$ cat config.mk
export PLATFORM = sky130hd
export DESIGN_NAME = comm_timeout_alarm_ctrl
export DESIGN_NICKNAME = d
export VERILOG_FILES = /design/src/core/comm_timeout_alarm_pkg.sv /design/src/core/comm_timeout_alarm_ctrl.sv
export SDC_FILE = /design/constraint.sdc
export NUM_CORES = 1
export LEC_CHECK = 0
export BUFFER_PORTS_ARGS = -buffer_cell sky130_fd_sc_hd__buf_2
export CAP_MARGIN = 10
export CORE_UTILIZATION = 30
export DETAILED_ROUTE_END_ITERATION = 10
export GPL_ROUTABILITY_DRIVEN = 0
export MAX_ROUTING_LAYER = met4
export PLACE_DENSITY = 0.49
export SYNTH_ARGS = -nofsm -noshare
export SYNTH_HDL_FRONTEND = slang
export SYNTH_SLANG_ARGS = --single-unit
$ cat constraint.sdc
create_clock -name CLK_SYS_I -period 4.9 [get_ports CLK_SYS_I]
set_clock_uncertainty 0.2 [all_clocks]
set_input_delay 0.98 -clock CLK_SYS_I [delete_from_list [all_inputs] [get_ports CLK_SYS_I]]
set_output_delay 0.98 -clock CLK_SYS_I [all_outputs]
set_load 0.02 [all_outputs]
$ cat src/core/comm_timeout_alarm_pkg.sv
/*
 * Constants and carrier types for the communication timeout and alarm
 * controller. Assumes a 250 MHz system clock.
 */
package comm_timeout_alarm_pkg;

	// ==========================================================
	// Timing
	localparam int unsigned CLK_PERIOD_NS  = 4;
	localparam int unsigned TICK_PERIOD_NS = 1000000;
	localparam int unsigned TICK_CYCLES    = TICK_PERIOD_NS / CLK_PERIOD_NS;

	// ==========================================================
	// Setting ranges and reset values
	localparam logic signed [16:0] GEN_TIMEOUT_RUNTIME = -17'sd1;
	localparam logic signed [16:0] GEN_TIMEOUT_RESET   = -17'sd1;
	localparam logic [15:0] RT_TIMEOUT_RESET = 16'h0000;
	localparam logic [15:0] OP_TIMEOUT_RESET = 16'h0000;
	localparam logic [8:0]  OVLD_MIN         = 9'h001;
	localparam logic [8:0]  OVLD_MAX         = 9'h12C;
	localparam logic [8:0]  OVLD_RESET       = 9'h032;
	localparam logic [14:0] POSDEV_MIN       = 15'h0001;
	localparam logic [14:0] POSDEV_MAX       = 15'h7530;
	localparam logic [14:0] POSDEV_RESET     = 15'h012C;

	// ==========================================================
	// Alarm codes
	localparam logic [7:0] ALM_NONE     = 8'h00;
	localparam logic [7:0] ALM_COMBO    = 8'h45;
	localparam logic [7:0] ALM_NETBUS   = 8'h81;
	localparam logic [7:0] ALM_OVERLOAD = 8'h01;
	localparam logic [7:0] ALM_POSDEV   = 8'h02;

	// ==========================================================
	// Carriers
	typedef struct packed {
		logic signed [16:0] gen_timeout;
		logic [15:0]        op_timeout;
		logic [8:0]         overload_limit;
		logic [14:0]        posdev_limit;
	} cfg_type;

	typedef struct packed {
		logic [8:0]  overload_time;
		logic [14:0] position_dev;
		logic        motor_unsupported;
		logic        small_frame;
		logic        supply_48v;
	} sense_type;

	typedef enum logic [1:0] {
		ST_RUN,
		ST_ALARM,
		ST_HOLD_OFF
	} state_type;

endpackage

$ cat src/core/comm_timeout_alarm_ctrl.sv
/*
 * Communication timeout watchdog and alarm output control.
 * Assumes: FRAME_VALID_I pulses once per query frame addressed to this
 * station, all inputs are synchronous to CLK_SYS_I, and the framing,
 * load sensing and position sensing are done elsewhere.
 */
// Operation
// Time since last own-station query; flag timeout when it exceeds setting.
// Timeout raises network bus error alarm and stops the motor.
// General setting: -1 uses runtime register, 0 off, else ms; resets -1.
// Both general setting and register at initial values: no supervision.
// Runtime register used only when general is -1; 0 off; immediate.
// During-operation timeout supervises only while operating; same alarm.
// Any alarm drives alarm-ok and motion outputs off and stops motor.
// Alarm-clear on with cause gone clears alarm; alarm-ok and ready on.
// Host drops operation command before clearing an alarm.
// Host removes the alarm cause before asserting alarm-clear.
// Host holds alarm-clear until alarm-ok is seen on.
// Overload threshold 1 to 300 in 0.1 s, default 50.
// Position deviation threshold 1 to 30000 in 0.01 rev, default 300.
// Unsupported motor, or small frame on 48 V, raises code 45h.
// Network bus error reported as code 81h, cleared by normal reset.
// Excitation alarms keep motor current; non-excitation alarms cut it.
// Counter steps on 1 ms tick, restarts per frame, compares nonzero setting.
`timescale 1ns/1ns
`default_nettype none

module comm_timeout_alarm_ctrl #(
	parameter int unsigned TICK_CYCLES_P = comm_timeout_alarm_pkg::TICK_CYCLES
) (
	input  wire logic                              CLK_SYS_I,
	input  wire logic                              RSTN_I,
	input  wire logic                              FRAME_VALID_I,
	input  wire logic                              OP_CMD_I,
	input  wire logic                              ALARM_CLEAR_I,
	input  wire logic                              CFG_WR_I,
	input  wire comm_timeout_alarm_pkg::cfg_type   CFG_I,
	input  wire logic                              RT_TIMEOUT_WR_I,
	input  wire logic [15:0]                       RT_TIMEOUT_I,
	input  wire comm_timeout_alarm_pkg::sense_type SENSE_I,
	output logic                                   ALARM_OK_O,
	output logic                                   MOVE_O,
	output logic                                   READY_O,
	output logic                                   MOTOR_STOP_O,
	output logic                                   MOTOR_CURRENT_EN_O,
	output logic                                   TIMEOUT_O,
	output logic [7:0]                             ALARM_CODE_O,
	output logic [15:0]                            RT_TIMEOUT_O,
	output comm_timeout_alarm_pkg::cfg_type        CFG_O
);
	import comm_timeout_alarm_pkg::*;

	// ==========================================================
	// Settings
	cfg_type     cfg;
	logic [15:0] rt_timeout;

	// Out-of-range thresholds are pulled into range rather than rejected
	function automatic cfg_type clamp_cfg(input cfg_type c);
		cfg_type r;
		r = c;
		if (c.overload_limit < OVLD_MIN) begin
			r.overload_limit = OVLD_MIN;
		end else if (c.overload_limit > OVLD_MAX) begin
			r.overload_limit = OVLD_MAX;
		end
		if (c.posdev_limit < POSDEV_MIN) begin
			r.posdev_limit = POSDEV_MIN;
		end else if (c.posdev_limit > POSDEV_MAX) begin
			r.posdev_limit = POSDEV_MAX;
		end
		if (c.gen_timeout < GEN_TIMEOUT_RUNTIME) begin
			r.gen_timeout = GEN_TIMEOUT_RUNTIME;
		end
		return r;
	endfunction

	always_ff @(posedge CLK_SYS_I or negedge RSTN_I) begin
		if (!RSTN_I) begin
			cfg.gen_timeout    <= GEN_TIMEOUT_RESET;
			cfg.op_timeout     <= OP_TIMEOUT_RESET;
			cfg.overload_limit <= OVLD_RESET;
			cfg.posdev_limit   <= POSDEV_RESET;
		end else if (CFG_WR_I) begin
			cfg <= clamp_cfg(CFG_I);
		end
	end

	always_ff @(posedge CLK_SYS_I or negedge RSTN_I) begin
		if (!RSTN_I) begin
			rt_timeout <= RT_TIMEOUT_RESET;
		end else if (RT_TIMEOUT_WR_I) begin
			rt_timeout <= RT_TIMEOUT_I;
		end
	end

	// ==========================================================
	// Millisecond tick
	logic [31:0] tick_cnt;
	logic        tick;

	always_ff @(posedge CLK_SYS_I or negedge RSTN_I) begin
		if (!RSTN_I) begin
			tick_cnt <= 32'h00000000;
			tick     <= 1'b0;
		end else if (tick_cnt >= 32'(TICK_CYCLES_P - 1)) begin
			tick_cnt <= 32'h00000000;
			tick     <= 1'b1;
		end else begin
			tick_cnt <= tick_cnt + 32'h00000001;
			tick     <= 1'b0;
		end
	end

	// ==========================================================
	// Timeout selection
	logic [15:0] gen_limit;
	logic [15:0] op_limit;

	always_comb begin
		if (cfg.gen_timeout == GEN_TIMEOUT_RUNTIME) begin
			gen_limit = rt_timeout;
		end else begin
			gen_limit = cfg.gen_timeout[15:0];
		end
		op_limit = cfg.op_timeout;
	end

	// ==========================================================
	// Interval counters
	state_type   state;
	logic [16:0] gen_cnt;
	logic [16:0] op_cnt;
	logic        operating;
	logic        restart;

	// Counters also restart at alarm clear so the old gap is not re-judged
	assign restart = FRAME_VALID_I || (state != ST_RUN);
	assign operating = MOVE_O;

	always_ff @(posedge CLK_SYS_I or negedge RSTN_I) begin
		if (!RSTN_I) begin
			gen_cnt <= 17'h00000;
		end else if (restart) begin
			gen_cnt <= 17'h00000;
		end else if (tick && (gen_cnt != 17'h1FFFF)) begin
			gen_cnt <= gen_cnt + 17'h00001;
		end
	end

	always_ff @(posedge CLK_SYS_I or negedge RSTN_I) begin
		if (!RSTN_I) begin
			op_cnt <= 17'h00000;
		end else if (restart || !operating) begin
			op_cnt <= 17'h00000;
		end else if (tick && (op_cnt != 17'h1FFFF)) begin
			op_cnt <= op_cnt + 17'h00001;
		end
	end

	logic gen_expired;
	logic op_expired;
	logic comm_timeout;

	// A zero limit means not monitored; with reset settings this is the case
	assign gen_expired  = (gen_limit != 16'h0000) && (gen_cnt > {1'b0, gen_limit});
	assign op_expired   = (op_limit != 16'h0000) && operating
		&& (op_cnt > {1'b0, op_limit});
	assign comm_timeout = gen_expired || op_expired;

	// ==========================================================
	// Alarm causes, highest priority first
	logic       combo_cause;
	logic       ovld_cause;
	logic       posdev_cause;
	logic       any_cause;
	logic [7:0] cause_code;
	logic       cause_excite;

	assign combo_cause = SENSE_I.motor_unsupported
		|| (SENSE_I.small_frame && SENSE_I.supply_48v);
	assign ovld_cause   = SENSE_I.overload_time >= cfg.overload_limit;
	assign posdev_cause = SENSE_I.position_dev >= cfg.posdev_limit;
	assign any_cause    = combo_cause || ovld_cause || posdev_cause || comm_timeout;

	always_comb begin
		cause_code   = ALM_NONE;
		cause_excite = 1'b1;
		if (combo_cause) begin
			cause_code   = ALM_COMBO;
			cause_excite = 1'b0;
		end else if (ovld_cause) begin
			cause_code   = ALM_OVERLOAD;
			cause_excite = 1'b0;
		end else if (posdev_cause) begin
			cause_code   = ALM_POSDEV;
			cause_excite = 1'b0;
		end else if (comm_timeout) begin
			cause_code   = ALM_NETBUS;
			cause_excite = 1'b1;
		end
	end

	// ==========================================================
	// Alarm state
	logic clear_d;
	logic clear_rise;
	logic excite;

	always_ff @(posedge CLK_SYS_I or negedge RSTN_I) begin
		if (!RSTN_I) begin
			clear_d <= 1'b0;
		end else begin
			clear_d <= ALARM_CLEAR_I;
		end
	end

	assign clear_rise = ALARM_CLEAR_I && !clear_d;

	// After a clear, motion waits for the operation command to be seen off,
	// so a command still held by the host cannot restart the motor
	always_ff @(posedge CLK_SYS_I or negedge RSTN_I) begin
		if (!RSTN_I) begin
			state        <= ST_HOLD_OFF;
			ALARM_CODE_O <= ALM_NONE;
			excite       <= 1'b1;
		end else begin
			case (state)
				ST_RUN: begin
					if (any_cause) begin
						state        <= ST_ALARM;
						ALARM_CODE_O <= cause_code;
						excite       <= cause_excite;
					end
				end
				ST_ALARM: begin
					if (clear_rise && !any_cause) begin
						state        <= ST_HOLD_OFF;
						ALARM_CODE_O <= ALM_NONE;
						excite       <= 1'b1;
					end
				end
				ST_HOLD_OFF: begin
					if (any_cause) begin
						state        <= ST_ALARM;
						ALARM_CODE_O <= cause_code;
						excite       <= cause_excite;
					end else if (!OP_CMD_I) begin
						state <= ST_RUN;
					end
				end
				default: begin
					state <= ST_ALARM;
				end
			endcase
		end
	end

	// ==========================================================
	// Outputs
	logic in_alarm;
	logic next_alarm;

	assign in_alarm   = (state == ST_ALARM);
	assign next_alarm = in_alarm || (state != ST_ALARM && any_cause);

	always_ff @(posedge CLK_SYS_I or negedge RSTN_I) begin
		if (!RSTN_I) begin
			ALARM_OK_O         <= 1'b0;
			READY_O            <= 1'b0;
			MOVE_O             <= 1'b0;
			MOTOR_STOP_O       <= 1'b1;
			MOTOR_CURRENT_EN_O <= 1'b0;
			TIMEOUT_O          <= 1'b0;
		end else begin
			ALARM_OK_O   <= !next_alarm;
			READY_O      <= !next_alarm;
			MOVE_O       <= !next_alarm && (state == ST_RUN) && OP_CMD_I;
			MOTOR_STOP_O <= next_alarm || (state != ST_RUN) || !OP_CMD_I;
			if (state != ST_ALARM && any_cause) begin
				MOTOR_CURRENT_EN_O <= cause_excite;
			end else begin
				MOTOR_CURRENT_EN_O <= !in_alarm || excite;
			end
			TIMEOUT_O <= comm_timeout;
		end
	end

	always_ff @(posedge CLK_SYS_I or negedge RSTN_I) begin
		if (!RSTN_I) begin
			RT_TIMEOUT_O <= RT_TIMEOUT_RESET;
			CFG_O        <= '0;
		end else begin
			RT_TIMEOUT_O <= rt_timeout;
			CFG_O        <= cfg;
		end
	end

endmodule

`default_nettype wire

==> qor.txt, run 1 <==
SYNTH
------------------------------------------------------------------------------------------
Mean Syn Cell Area ..........................................................   10.90 um^2
Main synth FF type ..........................................................      dfrtp_1
Synth warnings ..............................................................            0
Synth unique cells ..........................................................           61
Async set or reset register ratio after synthesis ...........................       100.0%
Area share of the largest cell type after synthesis .........................       50.04%
Post-synthesis register bit count ...........................................          226
Number of enable-type register cells in the synthesized netlist .............            0
Leading cell types by total area after synthesis ............................ dfrtp_1, ha_1, dfstp_2
Fraction of the yosys area taken by sequential cells ........................       57.17%
Summed instance area of the synthesized netlist ............................. 0.009952 mm^2
Post-synthesis cell type with the largest combined area .....................      dfrtp_1
Gate count of the mapped netlist ............................................          913

FLOORPLANNING
------------------------------------------------------------------------------------------
Die area .................................................................... 0.03391 mm^2
Number of standard-cell rows in the floorplan ...............................           66
Number of ports placed on the die boundary ..................................          194
Placeable core area ......................................................... 0.03262 mm^2
Chip Height .................................................................     184.1 um
Die width ...................................................................     184.1 um
Starting Density ............................................................       30.51%

CLOCK TREE
------------------------------------------------------------------------------------------
Clock tree from TritonCTS ...................................................          yes
Clock edge transition at the registers on the reported setup and hold paths .      0.06 ns
# hold bufs at CTS ..........................................................            0
Post-CTS setup buffer count .................................................            0
H-tree levels ...............................................................            1
Worst-skew pair later-pin latency ...........................................      0.52 ns
Sink Count ..................................................................          226
TritonCTS buffer count ......................................................           26
Post-cts sizing count .......................................................            0
Root buffer selected by CTS .................................................    clkbuf_16
Maximum number of buffers from clock root to sink ...........................            3

WORST SETUP PATH
------------------------------------------------------------------------------------------
Critical path capture point type ............................................     register
Bufs and invs on worst path .................................................            1
Worst reg2reg path depth ....................................................           13
Required arrival time at the worst endpoint .................................      5.11 ns
Kind of cell with the highest combined delay on the critical path ........... simple AND/OR/NAND/NOR gates
Type of origin of the critical path .........................................     register
Crit path largest cell delay ................................................      0.60 ns
Arrival @ worst endpoint ....................................................      4.77 ns
Critical-path cell list ..................................................... nand4_1 > or4_4 > or3_1 > mux2i_1 > ha_1 > nand4_1 > a211oi_1 > a211oi_1 > a211oi_1 > a32oi_1 > buf_4 > a31o_1 > a31o_1
CP dominant cell by count ...................................................     a211oi_1
Maximum fanout along the worst path .........................................            9
Slowest cell on the critical path ...........................................        or4_4
Reg2reg setup slack .........................................................      0.34 ns
Crit Reg-Reg Startpoint ..................................................... cfg[43]$_DFFE_PN1P_
End of the worst register-to-register path .................................. ALARM_CODE_O[6]$_DFFE_PN0P_
Critical path type .......................................................... register to register

GRT
------------------------------------------------------------------------------------------
Global-route wire length before repair ......................................     41280 um
Initial antenna violation count .............................................            2
Via count of the first global-routing pass ..................................         7284
Remaining global-route overflow .............................................            0
Combined global-route utilization of all metal layers .......................       16.12%
Pin count of the biggest net entering global routing ........................          128

DETAILED ROUTING
------------------------------------------------------------------------------------------
Final Routed Wirelength .....................................................     26050 um
DR DRC count ................................................................            0
Routed wire per std cell ....................................................     16.43 um
Via Count ...................................................................         7287
Final antenna-violating net count ...........................................            0
Violation count after the first detailed-routing iteration ..................          377
Detail-routed via count per cell ............................................        4.597
Total iterations of the first detailed-routing run ..........................            4

FINAL LAYOUT
------------------------------------------------------------------------------------------
Post-route non-filler standard cell count ...................................         1585
Post-route cell area ........................................................ 0.01228 mm^2
Post-synthesis to final-layout area growth ..................................       23.43%
Core utilization of the finished layout .....................................       37.66%
Filler cells ................................................................         3271
Count of nets after finishing ...............................................         1290
Ratio of cells with drive above 1 in the final layout .......................       25.07%

PWR
------------------------------------------------------------------------------------------
Power per cell area ......................................................... 370.2 mW/mm^2
Worst vdd ir ................................................................     234.0 uV
Static Leak .................................................................     5.766 nW
Total power draw ............................................................     4.547 mW

STA
------------------------------------------------------------------------------------------
RSZ-0062 raised after global routing ........................................           no
Shortest period the worst path allows .......................................     4.565 ns
Slew Limit Headroom .........................................................       35.22%
Upper clock frequency limit .................................................   0.2191 GHz
Number of endpoints with negative hold slack in the final report ............            0
Number of slew-limit violations in the final report .........................            0
Final period util ...........................................................       93.16%
Number of failing setup endpoints in the final timing report ................            0
Total Negative Setup Slacks .................................................         0 ns
Worst Max-Slew Pin Slew .....................................................    0.9718 ns

PLACE
------------------------------------------------------------------------------------------
Final HPWL DP ...............................................................     19330 um
I/O Buffers .................................................................          190
Placed instance count .......................................................         1535
Area of placed instances .................................................... 0.01143 mm^2

WORST HOLD PATH
------------------------------------------------------------------------------------------
Beginning of the worst hold path ............................................ cfg[6]$_DFFE_PN0P_
Min-Delay Path Class ........................................................ register to register
Depth of the worst hold-timing path .........................................            0
Terminating pin of the worst hold path ...................................... CFG_O[6]$_DFF_PN0_

RUN STATUS
------------------------------------------------------------------------------------------
Run status ..................................................................    completed

RUN
------------------------------------------------------------------------------------------
Number of max-cap violations ................................................            0

## Yosys cell counts, types with 5 or more instances
cell,n
clkbuf_1,24
mux2i_1,10
dfstp_2,27
buf_4,5
and3_1,16
nand3_1,23
dfrtp_1,199
xnor2_1,16
a211oi_1,6
o21ai_0,60
inv_1,59
nor2_1,105
nand2_1,67
a21oi_1,49
mux2_2,18
nor4_1,19
nor2b_1,7
nand4_1,24
xor2_1,25
nor3_1,6
nand2b_1,9
o21ai_1,6
or3_1,11
o41ai_1,6
ha_1,62
## cell type report
cell class | instances | area [um^2] | area share [%]
antenna | 2 | 5.005 | 0.04074
clock inverter | 9 | 106.4 | 0.8658
clock buffer | 39 | 740.7 | 6.030
timing repair buffer | 195 | 1011 | 8.230
tap | 442 | 553.0 | 4.502
sequential | 226 | 5689 | 46.31
multi-input combinational | 611 | 3948 | 32.13
inverter | 61 | 231.5 | 1.884
## per-stage QoR
| stage | worst slack, ns | hold slack [ns] |
|---|---|---|
| final | 0.3351 | 0.1723 |
| after global routing | 0.1293 | 0.1775 |
| after CTS | 0.3093 | 0.1737 |
| after detailed placement | 0.3415 | 0.1598 |
| after global placement | 0.4833 | 0.1619 |
| after floorplan | 0.9152 | 0.1537 |
## per-layer routing
metal	share of wire [%]	track usage, %
met1	48	21.83
met4	1.9	3.233
met5	0	-
met3	4.7	2.766
met2	46	25.36
## registers in the layout, summed over array words and instances, names as in the netlist
signal              count
op_cnt                 17
TIMEOUT_O               1
state                   2
MOVE_O                  1
tick                    1
rt_timeout             16
tick_cnt               32
MOTOR_STOP_O            1
excite                  1
RT_TIMEOUT_O           16
ALARM_CODE_O            4
READY_O                 1
CFG_O                  57
cfg                    41
MOTOR_CURRENT_EN_O      1
op_limit               16
gen_cnt                17
clear_d                 1
## cell usage in the layout (no fill, tap or decap), drive strengths merged, types with 25 or more instances in the layout
cell type / count
ha: 62
xor2: 25
dfrtp: 199
buf: 195
inv: 62
a21oi: 49
nand2: 67
dfstp: 27
o21ai: 66
clkbuf: 39
nor2: 105
## power by group
group	internal [mW]	total, mW	switching (mW)
registers	2.02	2.10	0.0873
clock network	1.15	1.92	0.770
logic	0.187	0.521	0.334
## kinds of logic after synthesis
kind of cell    count (synthesis)  share of synthesized area, %
xor+xnor                       41                         3.608
flops                         226                         57.17
simple gates                  302                         14.68
other cells                     1                       0.03768
fa+ha+maj                      62                         7.795
mux                            28                         3.042
buf+inv                        92                         3.835
compound gates                161                         9.832
## how the worst max path moves through the flow
stage          slack, ns           startpoint                           to  cells past startpoint
6_report            0.34  cfg[43]$_DFFE_PN1P_  ALARM_CODE_O[6]$_DFFE_PN0P_                     13
5_1_grt             0.13  cfg[43]$_DFFE_PN1P_  ALARM_CODE_O[6]$_DFFE_PN0P_                     13
4_1_cts             0.31  cfg[43]$_DFFE_PN1P_  ALARM_CODE_O[6]$_DFFE_PN0P_                     13
2_1_floorplan       0.92  cfg[43]$_DFFE_PN1P_  ALARM_CODE_O[0]$_DFFE_PN0P_                     15
3_5_place_dp        0.34  cfg[42]$_DFFE_PN1P_  ALARM_CODE_O[6]$_DFFE_PN0P_                     13
3_3_place_gp        0.48  cfg[43]$_DFFE_PN1P_  ALARM_CODE_O[6]$_DFFE_PN0P_                     13
Note: power is estimated with default switching activity, not from simulation.
==> inputs of run 2 (changes only) <==
clock period = 4.4 ns   (was 4.9 ns; I/O delays follow)
==> run 2 against run 1 <==
Against the previous run:
- non-clock buffer count up 7
- sequential power up 11%
- fmax grew 8.9%
- final cell count grew 0.44%
- worst setup slack got worse by 0.13 ns
- critical path depth unchanged
- final area is 2.1% higher
- hold slack worse by 0.0086 ns
- utilization up 0.79 points
==> qor.txt, run 2 (synthesis results as in run 1) <==
DETAILED ROUTING
------------------------------------------------------------------------------------------
DR DRC count ................................................................            0
Final Routed Wirelength .....................................................     26100 um
Final antenna-violating net count ...........................................            0
Via Count ...................................................................         7362
Detail-routed via count per cell ............................................        4.624
Total iterations of the first detailed-routing run ..........................            4
Violation count after the first detailed-routing iteration ..................          356
Routed wire per std cell ....................................................     16.39 um

PWR
------------------------------------------------------------------------------------------
Worst vdd ir ................................................................     283.5 uV
Power per cell area ......................................................... 439.0 mW/mm^2
Register share of total power ...............................................        42.5%
Total power draw ............................................................     5.505 mW
Net load switching power ....................................................     1.346 mW
Static Leak .................................................................     5.896 nW
Comb power frac .............................................................        10.8%
Relative contribution of the clock network to total power ...................        46.7%
Internal power ..............................................................     4.160 mW
Switching share of power ....................................................       24.44%

STA
------------------------------------------------------------------------------------------
Slew Limit Headroom .........................................................       36.27%
Number of failing setup endpoints in the final timing report ................            0
Total Negative Setup Slacks .................................................         0 ns
Shortest period the worst path allows .......................................     4.193 ns
Worst Max-Slew Pin Slew .....................................................    0.9559 ns
Final period util ...........................................................       95.30%
Setup WS post-layout ........................................................    0.2069 ns
RSZ-0062 raised after global routing ........................................           no
Upper clock frequency limit .................................................   0.2385 GHz
Number of endpoints with negative hold slack in the final report ............            0
Worst-case hold slack .......................................................    0.1637 ns
Number of slew-limit violations in the final report .........................            0

FLOORPLANNING
------------------------------------------------------------------------------------------
Die area .................................................................... 0.03391 mm^2
Number of standard-cell rows in the floorplan ...............................           66
Die width ...................................................................     184.1 um
Placeable core area ......................................................... 0.03262 mm^2
Starting Density ............................................................       30.51%
Number of ports placed on the die boundary ..................................          194
Chip Height .................................................................     184.1 um

CLOCK TREE
------------------------------------------------------------------------------------------
Root buffer selected by CTS .................................................    clkbuf_16
Maximum number of buffers from clock root to sink ...........................            3
Worst-skew pair later-pin latency ...........................................      0.52 ns
Clock tree from TritonCTS ...................................................          yes
Post-CTS setup buffer count .................................................            0
Sink Count ..................................................................          226
Clock edge transition at the registers on the reported setup and hold paths .      0.06 ns
TritonCTS buffer count ......................................................           26
H-tree levels ...............................................................            1

FINAL LAYOUT
------------------------------------------------------------------------------------------
Filler cells ................................................................         3232
Post-route cell area ........................................................ 0.01254 mm^2
Register with the highest flop count ........................................        CFG_O
Leading cell type in the layout, fill and taps excluded .....................      dfrtp_1
Top flop regs ............................................................... CFG_O: 57 flops, cfg: 41 flops, tick_cnt: 32 flops
Count of nets after finishing ...............................................         1297
Ratio of cells with drive above 1 in the final layout .......................       26.39%
Core utilization of the finished layout .....................................       38.45%
Area of combinational cells with multiple inputs ............................ 0.003958 mm^2
Post-synthesis to final-layout area growth ..................................       26.02%
FF/Latch Area ............................................................... 0.005689 mm^2
Post-route non-filler standard cell count ...................................         1592
Commonest cells after routing, fill and taps aside .......................... dfrtp_1, buf_2, nor2_1
Number of flip-flops in the largest register ................................           57

WORST SETUP PATH
------------------------------------------------------------------------------------------
Arrival @ worst endpoint ....................................................      4.40 ns
Type of origin of the critical path .........................................     register
Maximum fanout along the worst path .........................................            9
Critical path capture point type ............................................     register
Required arrival time at the worst endpoint .................................      4.60 ns
Critical path type .......................................................... register to register

WORST HOLD PATH
------------------------------------------------------------------------------------------
Min-Delay Path Class ........................................................ input pin to asynchronous set/reset pin

GRT
------------------------------------------------------------------------------------------
Initial antenna violation count .............................................            2
Combined global-route utilization of all metal layers .......................       15.99%
Via count of the first global-routing pass ..................................         7267
Remaining global-route overflow .............................................            0
Global-route wire length before repair ......................................     41240 um
Pin count of the biggest net entering global routing ........................          103

RUN STATUS
------------------------------------------------------------------------------------------
Run status ..................................................................    completed

PLACE
------------------------------------------------------------------------------------------
Worst slack after detailed placement ........................................  -0.09875 ns
Final HPWL DP ...............................................................     19530 um
I/O Buffers .................................................................          190
Area of placed instances .................................................... 0.01148 mm^2
Placed instance count .......................................................         1542

RUN
------------------------------------------------------------------------------------------
Number of max-cap violations ................................................            0

[run 2: power groups by stage]
stage / combinational, mW / sequential, mW / clock, mW
after detailed placement: 0.602 / 2.38 / 0
after floorplan: 0.237 / 2.44 / 0
after CTS: 0.605 / 2.34 / 2.64
after global routing: 0.665 / 2.36 / 2.72
after global placement: 0.597 / 2.38 / 0
final: 0.595 / 2.34 / 2.57
[run 2: worst max-delay path, cell delays in order, from the launching register on]
cell and delay, ns:
dfstp_2 0.59, nand4_1 0.17, or4_4 0.58, or3_4 0.49, mux2i_1 0.15, ha_1 0.31, a21oi_1 0.17, a211oi_1 0.09
a211oi_1 0.30, a211oi_2 0.18, a32oi_1 0.24, and2_4 0.24, inv_4 0.05, o311a_1 0.32
[run 2: routing by layer]
metal / up-vias / wire, um / track usage [%] / part of all wire (%)
li1: 3598 / - / - / -
met2: 197 / 11660 / 24.53 / 45
met1: 3536 / 12650 / 22.24 / 48
met3: 31 / 1303 / 2.746 / 5.0
met5: - / 0 / - / 0
met4: 0 / 488 / 3.067 / 1.9
[run 2: cell type report]
cell class / count / area share (%)
Clock buffer: 36 / 6.215
Sequential cell: 226 / 45.36
Tap cell: 442 / 4.409
Clock inverter: 12 / 2.095
Antenna cell: 2 / 0.03990
Multi-Input combinational cell: 611 / 31.55
Timing Repair Buffer: 202 / 8.480
Inverter: 61 / 1.846
[run 2: final timing paths]
kind / startpoint / endpoint / slack [ns] / cells past startpoint
worst max-delay path: cfg[45]$_DFFE_PN1P_ / ALARM_CODE_O[0]$_DFFE_PN0P_ / 0.21 / 13
worst min-delay path: RSTN_I / CFG_O[19]$_DFF_PN0_ / 0.16 / 1
worst max register to register: cfg[45]$_DFFE_PN1P_ / ALARM_CODE_O[0]$_DFFE_PN0P_ / 0.21 / 13
worst min register to register: cfg[17]$_DFFE_PN0P_ / CFG_O[17]$_DFF_PN0_ / 0.17 / 0
max in group asynchronous: RSTN_I / op_limit[12]$_DFFE_PN0P_ / 2.85 / 2
min in group CLK_SYS_I: cfg[17]$_DFFE_PN0P_ / CFG_O[17]$_DFF_PN0_ / 0.17 / 0
[run 2: what timing repair did]
item | in CTS | in global routing
endpoints found under the setup margin | 5 | 6
gates resized for setup | 1 | 1
hold buffers | 0 | 0
hold endpoints to repair | 0 | 0
pin swaps | 0 | 0
==> inputs of run 3 (changes only) <==
CORE_UTILIZATION = 50   (was 30)
PLACE_DENSITY = 0.73   (was 0.49)
==> run 3 against run 2 <==
Against the previous run:
- sequential cell count unchanged
- combinational power down 3%
- final cell count down 12%
- non-clock buffer count decreased by 5
- critical path type unchanged
- critical endpoint unchanged
- largest power group is now registers
- highest routed layer unchanged
==> qor.txt, run 3 (synthesis results as in run 1) <==
RUN STATUS
------------------------------------------------------------------------------------------
Run status ..................................................................    completed

DETAILED ROUTING
------------------------------------------------------------------------------------------
Violation count after the first detailed-routing iteration ..................          426
Total iterations of the first detailed-routing run ..........................            5
Final Routed Wirelength .....................................................     23370 um
Final antenna-violating net count ...........................................            0
Via Count ...................................................................         7447
Routed wire per std cell ....................................................     16.62 um
Detail-routed via count per cell ............................................        5.297
DR DRC count ................................................................            0

FINAL LAYOUT
------------------------------------------------------------------------------------------
Post-route non-filler standard cell count ...................................         1406
Filler cells ................................................................         1577
Number of flip-flops in the largest register ................................           57
Core utilization of the finished layout .....................................       61.84%
Ratio of cells with drive above 1 in the final layout .......................       25.55%
Leading cell type in the layout, fill and taps excluded .....................      dfrtp_1
Top flop regs ............................................................... CFG_O: 57 flops, cfg: 41 flops, tick_cnt: 32 flops
Post-synthesis to final-layout area growth ..................................       20.93%
Register with the highest flop count ........................................        CFG_O
Count of nets after finishing ...............................................         1290
Commonest cells after routing, fill and taps aside .......................... dfrtp_1, buf_2, nor2_1

GRT
------------------------------------------------------------------------------------------
Combined global-route utilization of all metal layers .......................       24.43%
Via count of the first global-routing pass ..................................         7288
Pin count of the biggest net entering global routing ........................          118
Global-route wire length before repair ......................................     37600 um
Remaining global-route overflow .............................................            0
Initial antenna violation count .............................................            2

WORST SETUP PATH
------------------------------------------------------------------------------------------
Required arrival time at the worst endpoint .................................      4.60 ns
Arrival @ worst endpoint ....................................................      4.41 ns
Critical path type .......................................................... register to register
Maximum fanout along the worst path .........................................            9
Type of origin of the critical path .........................................     register
Worst reg2reg path depth ....................................................           13
Critical path capture point type ............................................     register

STA
------------------------------------------------------------------------------------------
Setup WS post-layout ........................................................    0.1914 ns
Worst Max-Slew Pin Slew .....................................................    0.8857 ns
Number of slew-limit violations in the final report .........................            0
Upper clock frequency limit .................................................   0.2376 GHz
Slew Limit Headroom .........................................................       40.95%
RSZ-0062 raised after global routing ........................................           no
Final period util ...........................................................       95.65%
Number of failing setup endpoints in the final timing report ................            0
Worst-case hold slack .......................................................    0.1685 ns
Shortest period the worst path allows .......................................     4.209 ns
Number of endpoints with negative hold slack in the final report ............            0

CLOCK TREE
------------------------------------------------------------------------------------------
Clock edge transition at the registers on the reported setup and hold paths .      0.06 ns
# hold bufs at CTS ..........................................................            0
H-tree levels ...............................................................            1
Maximum number of buffers from clock root to sink ...........................            3
Clock tree from TritonCTS ...................................................          yes
Post-CTS setup buffer count .................................................            0
TritonCTS buffer count ......................................................           24
Root buffer selected by CTS .................................................    clkbuf_16
Sink Count ..................................................................          226
Post-cts sizing count .......................................................            1
Worst-skew pair later-pin latency ...........................................      0.51 ns

FLOORPLANNING
------------------------------------------------------------------------------------------
Starting Density ............................................................       51.13%
Die area .................................................................... 0.02047 mm^2
Number of standard-cell rows in the floorplan ...............................           51
Die width ...................................................................     143.1 um
Number of ports placed on the die boundary ..................................          194
Chip Height .................................................................     143.1 um
Placeable core area ......................................................... 0.01946 mm^2

PLACE
------------------------------------------------------------------------------------------
Final HPWL DP ...............................................................     17000 um
Placed instance count .......................................................         1360
I/O Buffers .................................................................          190
Worst slack after detailed placement ........................................ -0.0001865 ns

PWR
------------------------------------------------------------------------------------------
Power per cell area ......................................................... 410.3 mW/mm^2
Static Leak .................................................................     5.762 nW
Worst vdd ir ................................................................     253.0 uV

RUN
------------------------------------------------------------------------------------------
Number of max-cap violations ................................................            0

WORST HOLD PATH
------------------------------------------------------------------------------------------
Min-Delay Path Class ........................................................ register to register
Depth of the worst hold-timing path .........................................            0

[run 3: cell types whose count changed in the layout (fill, tap and decap cells not counted), moves of 2 or more]
cell       change
clkinv_2       +5
clkbuf_1       +2
clkbuf_8       -4
buf_4          -5
clkbuf_16      -2
bufinv_16      -6
[run 3: power by group]
| part | total [mW] | switching [mW] | leakage (nW) | internal [mW] |
|---|---|---|---|---|
| clock network | 2.02 | 0.808 | 0.400 | 1.21 |
| registers | 2.34 | 0.0969 | 2.75 | 2.25 |
| logic | 0.578 | 0.368 | 2.62 | 0.209 |
[run 3: critical path, stage by stage, from the launching register on]
cell	delay [ns]
dfstp_2	0.57
nand4_1	0.15
or4_4	0.60
or3_4	0.48
mux2i_1	0.15
ha_1	0.32
a21oi_1	0.18
a211oi_1	0.09
a211oi_1	0.31
a211oi_2	0.18
a32oi_1	0.27
and2_4	0.24
inv_4	0.05
o311a_1	0.32
[run 3: path summary, 6_finish.rpt]
kind	from	to	slack, ns
setup / recovery	cfg[42]$_DFFE_PN1P_	ALARM_CODE_O[0]$_DFFE_PN0P_	0.19
min in group asynchronous	RSTN_I	CFG_O[16]$_DFF_PN0_	0.25
hold / removal	cfg[13]$_DFFE_PN0P_	CFG_O[13]$_DFF_PN0_	0.17
hold reg to reg	cfg[13]$_DFFE_PN0P_	CFG_O[13]$_DFF_PN0_	0.17
max in group asynchronous	RSTN_I	cfg[41]$_DFFE_PN1P_	2.79
setup reg to reg	cfg[42]$_DFFE_PN1P_	ALARM_CODE_O[0]$_DFFE_PN0P_	0.19
[run 3: layout make-up]
| cell class | instances | area, um^2 | area share (%) |
|---|---|---|---|
| flip-flops and latches | 226 | 5689 | 47.27 |
| multi-input cells | 611 | 3951 | 32.83 |
| inverters | 61 | 231.5 | 1.923 |
| diodes | 2 | 5.005 | 0.04158 |
| clock buffers | 32 | 681.9 | 5.666 |
| clock inverters | 12 | 118.9 | 0.9876 |
| well taps | 265 | 331.6 | 2.755 |
| repair buffers | 197 | 1026 | 8.525 |
[run 3: layer usage]
metal  up-vias  global-route usage, %  share of wire, %
met5         -                      -                 0
met4         0                  6.508               2.2
met3        42                  4.158               5.6
met2       228                  38.69                47
met1      3607                  32.56                46
li1       3570                      -                 -
[run 3: metrics by stage]
step / total power, mW / cell area (um^2) / setup TNS, ns
2_1_floorplan: 2.681 / 10010 / 0
3_3_place_gp: 2.942 / 11220 / 0
3_5_place_dp: 2.956 / 11220 / -0.0001865
4_1_cts: 4.983 / 12030 / 0
5_1_grt: 5.145 / 12040 / 0
6_report: 4.939 / 12040 / 0
